==> src/core/clk_switch_pkg.sv <==
// Purpose: Constants and types for the CPU clock source switch
// Assumes: One 100 MHz system clock, all inputs except the async reset_i synchronous
// Notes:   Switch delays are counted in system clock cycles
package clk_switch_pkg;

   localparam int CLK_PERIOD_NS      = 10;
   // Delay before a written selection takes effect
   localparam int MAIN_SWITCH_NS     = 20;
   localparam int CPU_SWITCH_NS      = 30;
   localparam int MAIN_SWITCH_CYC    = (MAIN_SWITCH_NS + CLK_PERIOD_NS - 1) / CLK_PERIOD_NS;
   localparam int CPU_SWITCH_CYC     = (CPU_SWITCH_NS + CLK_PERIOD_NS - 1) / CLK_PERIOD_NS;
   localparam int CNT_W              = 4;

   localparam logic CPU_SEL_RST      = 1'b0;
   localparam logic MAIN_SEL_RST     = 1'b0;
   localparam logic FAST_STOP_RST    = 1'b0;
   localparam logic MAIN_STOP_RST    = 1'b1;
   localparam logic SUB_STOP_RST     = 1'b1;

   // Active CPU source, one-hot
   typedef enum logic [4:0] {
      SRC_FAST_INT = 5'b0_0001,
      SRC_MAIN_XTAL = 5'b0_0010,
      SRC_MAIN_EXT = 5'b0_0100,
      SRC_SUB_XTAL = 5'b0_1000,
      SRC_SUB_EXT  = 5'b1_0000
   } src_type;

   typedef struct packed {
      logic main_osc_mode_select;
      logic main_external_input_select;
      logic main_source_stop;
      logic sub_osc_mode_select;
      logic sub_external_input_select;
      logic sub_source_stop;
      logic internal_fast_osc_stop;
      logic cpu_source_select;
      logic main_source_select;
   } ctrl_type;

   typedef struct packed {
      logic fast_int_run;
      logic main_xtal_run;
      logic main_ext_valid;
      logic sub_xtal_run;
      logic sub_ext_valid;
   } osc_en_type;

endpackage

==> src/core/cpu_clock_source_switch.sv <==
// Purpose: Tracks and switches the CPU clock source, gates oscillators
// Assumes: Software keeps the pre-switch conditions; inputs other than the async reset_i synchronous
// Notes:   Illegal direct moves leave the source unchanged and flag it
//          The taken target is latched until the switch ends
`timescale 1ns/1ps
module cpu_clock_source_switch
   import clk_switch_pkg::*;
(
   input  wire logic       clk_sys_i,      // System clock
   input  wire logic       reset_i,        // Async reset, high
   input  wire logic       clk_en_i,       // Freeze all state when low
   input  wire ctrl_type   ctrl_i,         // Software control bits
   output logic            cpu_source_status_o,  // 1: CPU on sub source
   output logic            main_source_status_o, // 1: main is system clock
   output src_type         active_src_o,   // Source driving CPU
   output osc_en_type      osc_en_o,       // Oscillator enables / input valid
   output logic            switch_busy_o,  // Switch pending
   output logic            illegal_move_o  // Last request was illegal
);

   // Switch state
   src_type            src_ff;         // CPU source now in use
   src_type            nxt_src;
   src_type            pend_ff;        // Source a running switch ends on
   src_type            nxt_pend;
   logic               cpu_stat_ff;
   logic               nxt_cpu_stat;
   logic               main_stat_ff;
   logic               nxt_main_stat;
   logic [CNT_W-1:0]   cnt_ff;
   logic [CNT_W-1:0]   nxt_cnt;
   logic               busy_ff;
   logic               nxt_busy;
   logic               illegal_ff;
   logic               nxt_illegal;

   // Oscillator state
   osc_en_type         osc_ff;
   osc_en_type         nxt_osc;

   // Decoded request
   src_type            target;
   logic               cpu_move;
   logic               main_swap;
   logic               sub_swap;
   logic               swap_req;
   logic               start_req;
   logic               switch_done;
   logic               pend_on_sub;
   logic               pend_on_sys;

   // Per-source gating terms
   logic               main_xtal_mode;
   logic               main_ext_mode;
   logic               sub_xtal_mode;
   logic               sub_ext_mode;
   logic               fast_idle;
   logic               main_xtal_idle;
   logic               main_ext_idle;
   logic               sub_xtal_idle;
   logic               sub_ext_idle;

   // Requested source from selection and mode bits
   always_comb begin
      if (ctrl_i.cpu_source_select) begin
         target = ctrl_i.sub_external_input_select ? SRC_SUB_EXT : SRC_SUB_XTAL;
      end else if (ctrl_i.main_source_select) begin
         target = ctrl_i.main_external_input_select ? SRC_MAIN_EXT : SRC_MAIN_XTAL;
      end else begin
         target = SRC_FAST_INT;
      end
   end

   // Kind of move asked for
   always_comb begin
      cpu_move    = (ctrl_i.cpu_source_select != cpu_stat_ff);
      main_swap   = ((src_ff == SRC_MAIN_XTAL) && (target == SRC_MAIN_EXT)) ||
                    ((src_ff == SRC_MAIN_EXT) && (target == SRC_MAIN_XTAL));
      sub_swap    = ((src_ff == SRC_SUB_XTAL) && (target == SRC_SUB_EXT)) ||
                    ((src_ff == SRC_SUB_EXT) && (target == SRC_SUB_XTAL));
      swap_req    = main_swap || sub_swap;
      start_req   = !busy_ff && (target != src_ff) && !swap_req;
      switch_done = busy_ff && (cnt_ff == '0);
      pend_on_sub = (pend_ff == SRC_SUB_XTAL) || (pend_ff == SRC_SUB_EXT);
      pend_on_sys = (pend_ff == SRC_MAIN_XTAL) || (pend_ff == SRC_MAIN_EXT);
   end

   // Latched target: a write during the wait cannot turn the move into a swap
   always_comb begin
      nxt_src       = src_ff;
      nxt_pend      = pend_ff;
      nxt_cpu_stat  = cpu_stat_ff;
      nxt_main_stat = main_stat_ff;
      nxt_cnt       = cnt_ff;
      nxt_busy      = busy_ff;
      nxt_illegal   = illegal_ff;
      if (busy_ff) begin
         if (switch_done) begin
            nxt_busy = 1'b0;
            nxt_src  = pend_ff;
            nxt_cpu_stat = pend_on_sub;
            if (pend_on_sys) begin
               nxt_main_stat = 1'b1;
            end else if (pend_ff == SRC_FAST_INT) begin
               nxt_main_stat = 1'b0;
            end
         end else begin
            nxt_cnt = cnt_ff - CNT_W'(1);
         end
      end else if (swap_req) begin
         nxt_illegal = 1'b1;
      end else if (start_req) begin
         nxt_illegal = 1'b0;
         nxt_busy    = 1'b1;
         nxt_pend    = target;
         // Sub moves take the longer path through the CPU mux
         if (cpu_move) begin
            nxt_cnt = CNT_W'(CPU_SWITCH_CYC - 1);
         end else begin
            nxt_cnt = CNT_W'(MAIN_SWITCH_CYC - 1);
         end
      end
   end

   // Switch state registers
   always_ff @(posedge clk_sys_i or posedge reset_i) begin
      if (reset_i) begin
         src_ff       <= SRC_FAST_INT;
         pend_ff      <= SRC_FAST_INT;
         cpu_stat_ff  <= CPU_SEL_RST;
         main_stat_ff <= MAIN_SEL_RST;
         cnt_ff       <= '0;
         busy_ff      <= 1'b0;
         illegal_ff   <= 1'b0;
      end else if (clk_en_i) begin
         src_ff       <= nxt_src;
         pend_ff      <= nxt_pend;
         cpu_stat_ff  <= nxt_cpu_stat;
         main_stat_ff <= nxt_main_stat;
         cnt_ff       <= nxt_cnt;
         busy_ff      <= nxt_busy;
         illegal_ff   <= nxt_illegal;
      end
   end

   // Mode bits say which input each pin pair carries
   always_comb begin
      main_xtal_mode = ctrl_i.main_osc_mode_select && !ctrl_i.main_external_input_select;
      main_ext_mode  = ctrl_i.main_osc_mode_select && ctrl_i.main_external_input_select;
      sub_xtal_mode  = ctrl_i.sub_osc_mode_select && !ctrl_i.sub_external_input_select;
      sub_ext_mode   = ctrl_i.sub_osc_mode_select && ctrl_i.sub_external_input_select;
   end

   // Idle means the CPU is not running from that source
   always_comb begin
      fast_idle      = (src_ff != SRC_FAST_INT);
      main_xtal_idle = (src_ff != SRC_MAIN_XTAL);
      main_ext_idle  = (src_ff != SRC_MAIN_EXT);
      sub_xtal_idle  = (src_ff != SRC_SUB_XTAL);
      sub_ext_idle   = (src_ff != SRC_SUB_EXT);
   end

   // Oscillator enables; a stop bit never stops the active source
   always_comb begin
      nxt_osc.fast_int_run   = !(ctrl_i.internal_fast_osc_stop && fast_idle);
      nxt_osc.main_xtal_run  = main_xtal_mode &&
                               !(ctrl_i.main_source_stop && main_xtal_idle);
      nxt_osc.main_ext_valid = main_ext_mode &&
                               !(ctrl_i.main_source_stop && main_ext_idle);
      nxt_osc.sub_xtal_run   = sub_xtal_mode &&
                               !(ctrl_i.sub_source_stop && sub_xtal_idle);
      nxt_osc.sub_ext_valid  = sub_ext_mode &&
                               !(ctrl_i.sub_source_stop && sub_ext_idle);
   end

   // Oscillator registers; stop bits only gate idle sources
   always_ff @(posedge clk_sys_i or posedge reset_i) begin
      if (reset_i) begin
         osc_ff.fast_int_run   <= ~FAST_STOP_RST;
         osc_ff.main_xtal_run  <= ~MAIN_STOP_RST;
         osc_ff.main_ext_valid <= ~MAIN_STOP_RST;
         osc_ff.sub_xtal_run   <= ~SUB_STOP_RST;
         osc_ff.sub_ext_valid  <= ~SUB_STOP_RST;
      end else if (clk_en_i) begin
         osc_ff <= nxt_osc;
      end
   end

   // Outputs straight from flops

   assign cpu_source_status_o  = cpu_stat_ff;
   assign main_source_status_o = main_stat_ff;
   assign active_src_o         = src_ff;
   assign osc_en_o             = osc_ff;
   assign switch_busy_o        = busy_ff;
   assign illegal_move_o       = illegal_ff;

endmodule // cpu_clock_source_switch

==> config.mk <==
export PLATFORM = sky130hd
export DESIGN_NAME = cpu_clock_source_switch
export DESIGN_NICKNAME = d
export VERILOG_FILES = /design/src/core/clk_switch_pkg.sv /design/src/core/cpu_clock_source_switch.sv
export SDC_FILE = /design/constraint.sdc
export NUM_CORES = 1
export LEC_CHECK = 0
export ABC_AREA = 1
export BUFFER_PORTS_ARGS = -buffer_cell sky130_fd_sc_hd__buf_2
export CORE_MARGIN = 5
export CORE_UTILIZATION = 53
export CTS_CLUSTER_DIAMETER = 100
export CTS_CLUSTER_SIZE = 12
export DETAILED_ROUTE_END_ITERATION = 12
export PLACE_DENSITY_LB_ADDON = 0.2
export SLEW_MARGIN = 25
export SYNTH_ARGS = -nofsm -noshare
export SYNTH_HDL_FRONTEND = slang
export SYNTH_SLANG_ARGS = --single-unit
==> constraint.sdc <==
create_clock -name clk_sys_i -period 1.7 [get_ports clk_sys_i]
set_clock_uncertainty 0.05 [all_clocks]
set_input_delay 0.085 -clock clk_sys_i [delete_from_list [all_inputs] [get_ports clk_sys_i]]
set_output_delay 0.085 -clock clk_sys_i [all_outputs]
set_load 0.01 [all_outputs]
==> impl_results.md <==
- Row cnt: 18
- TritonCTS Sinks: 23
- Synth Area in Simple Gates: 34.0%
- Mapped cell area: 1290 µm²
- Area contributors post-synth: dfrtp_1 39%, nand2_1 14%, nand3_1 7.7%, dfstp_2 6.1%, inv_1 5.8%
- Area added between synthesis and finish: 21.3%
- Fin Setup TNS: 0 ps
- Commonest cells after routing, fill and taps aside: 47 x nand2_1, 25 x buf_2, 20 x dfrtp_1
- Worst path arrival time: 1770 ps
- Routed len/inst: 12.8 µm
- First-pass GRT wire length: 5420 µm
- Vias in the first global route: 1241
- Pin count of the biggest net entering global routing: 24
- Syn Inst Count: 177
- Leading area contributor after synthesis: dfrtp_1
- Critical setup path kind: flop to flop
- Worst IR drop on VDD: 0.000907 V
- Clk pin slew, worst setup/hold paths: 140 ps
- CP Max Fanout: 15
- Post-Synth Adder-Cell Area: 0.967%
- Placeable Area: 2410 µm²
- Fraction of synthesized area in multiplexers: 0%
- Pwr Density: 1480 nW/µm²
- Final GP Congestion: 0.912
- Placed cell areas: 1450 µm²
- Clock buffer count from CTS: 3
- Fin crit share: 94.4%
- Slew @ Worst Pin: 293 ps
- CTS tree: built
- Most common cell after layout, fill and taps aside: nand2_1
- Via count: 1296
- Syn nets: 190
- Maximum clock path buffer count: 2
- Layout cell share with drive strength beyond 1: 24.8%
- Grt ovf: 0
- N_diodes: 0
- DRC viols: 0
- Vias per cell: 5.31
- Die span in y: 59.4 µm
- P_leak: 0.811 nW
- Synth cell types: 26
- Synth top area share: 38.7%
- Synth Area in Compound Gates: 11.5%
- Die area: 3530 µm²
- Seq/Total Area, Yosys: 44.8%
- Status: finished, final reports clean
- Cell area after layout: 1570 µm²
- MaxCap Viol Count: 0
- Die width: 59.4 µm
- Initial antenna violation count: 0
- Final Setup Violations: 0
- CTS H-Tree Depth: 1
- HPWL after detailed placement: 2320 µm
- Seq cells post-synth: 23
- 1st-iter DRT viols: 63
- Hold Path Class: input pin to flop
- Largest family of logic cells by synthesized area: simple AND/OR/NAND/NOR gates
- NumNets Final: 228
- Worst Setup End Kind: flop
- Initial Utilization: 53.7%
- Clock Root Buffer: clkbuf_4
- Final min period: 1600 ps
- Post-Synth XOR/XNOR Area: 0%
- # IOs: 26
- Type of origin of the critical path: flop
- Tot GR Track Use: 19.9%
- Max Fclk: 0.623 GHz
- Worst rel slew slack: 80.5%
- Worst path required time: 1860 ps
- First drt pass iteration count: 4
- Fin. Hold Viols: 0
- Synthesized area per cell: 7.31 µm²
- Syn. warnings: 0
- Detail Route Antenna Nets: 0
- Final slew viol count: 0
- PortBufs: 25
- Routed wire length: 3130 µm
- Clk Latency, worst-skew pair: 310 ps
[power breakdown]
| part | switching [mW] | leakage [nW] | internal [mW] |
|---|---|---|---|
| sequential | 0.195 | 0.285 | 0.751 |
| combinational | 0.670 | 0.509 | 0.443 |
| clock | 0.172 | 0.0177 | 0.0878 |
[synth_stat cells]
library cell and instances:
nand2_1 47, dfrtp_1 20, inv_1 20, nand3_1 20, nor2_1 20, o21ai_0 14, o21ai_1 6, inv_2 4
a21oi_1 3, dfstp_2 3, a31oi_1 2, buf_6 2, nand2_2 2, nand4_1 2, and2_1 1, ha_1 1
nand2_4 1, nand3_2 1, nor2_2 1, nor2_4 1, nor3_1 1, nor3b_1 1, nor4_1 1, o21a_1 1
o22ai_1 1, o31ai_1 1
[what timing repair did]
item	in CTS	in global routing
hold endpoints to repair	22	0
hold buffers	4	0
endpoints found under the setup margin	0	11
gates resized for setup	0	6
buffers inserted	0	4
[layer usage]
metal | track usage [%] | wire length, µm
met4 | 7.12 | 41
met3 | 3.05 | 208
met5 | 0 | 0
met1 | 27.3 | 1370
met2 | 31.7 | 1510
[sequential cells by signal (all words and copies together) (netlist names)]
name                  cells
active_src_o              5
main_source_status_o      1
switch_busy_o             1
illegal_move_o            1
cpu_source_status_o       1
cnt_ff                    4
pend_ff                   5
osc_en_o                  5
[critical path, cell delays in order, from the launching register on]
cell and delay [ps]:
dfstp_2 590, buf_4 120, inv_1 40, nand2_1 60
nand2_1 50, nand2_1 70, nor2_1 40, nand2_1 70
nand2_2 70, inv_2 110, nand2_8 90, nand3_1 90
nand2_1 60
[logic make-up after synthesis]
family                     after synthesis
and+or+nand+nor                         99
adders and majority gates                1
buffers and inverters                   26
AOI/OAI and AO/OA                       28
DFF                                     23
[through the flow]
stage	instances	hold WS [ps]	total power, mW	setup WS [ps]	util, %
2_1_floorplan	177	34.7	1.66	156	-
3_3_place_gp	232	84.3	1.93	135	60.1
3_5_place_dp	232	94.8	1.96	79.5	60.1
4_1_cts	240	11.2	2.23	51.4	62.9
5_1_grt	244	15.3	2.54	-21.4	65.1
6_report	244	13.4	2.32	95.6	65.1
[final timing paths]
| check | start | endpoint | slack, ps | depth (start not counted) |
|---|---|---|---|---|
| max | active_src_o[0]$_DFFE_PP1P_ | cnt_ff[0]$_DFFE_PP0P_ | 100 | 12 |
| min | ctrl_i[6] | osc_en_o[2]$_DFFE_PP0P_ | 10 | 4 |
| max reg2reg | active_src_o[0]$_DFFE_PP1P_ | cnt_ff[0]$_DFFE_PP0P_ | 100 | 12 |
| min reg2reg | osc_en_o[2]$_DFFE_PP0P_ | osc_en_o[2]$_DFFE_PP0P_ | 450 | 2 |
| max in group asynchronous | reset_i | pend_ff[0]$_DFFE_PP1P_ | 1030 | 4 |
| min in group asynchronous | reset_i | osc_en_o[3]$_DFFE_PP0P_ | 280 | 4 |
[final cells by class]
cell class,instances,area [µm²]
Clock buffer,3,22.5
Clock inverter,1,5.00
Fill cell,214,841
Inverter,24,90.1
Multi-Input combinational cell,128,624
Sequential cell,23,579
Tap cell,30,37.5
Timing Repair Buffer,35,210
Note: power is estimated with default switching activity, not from simulation.
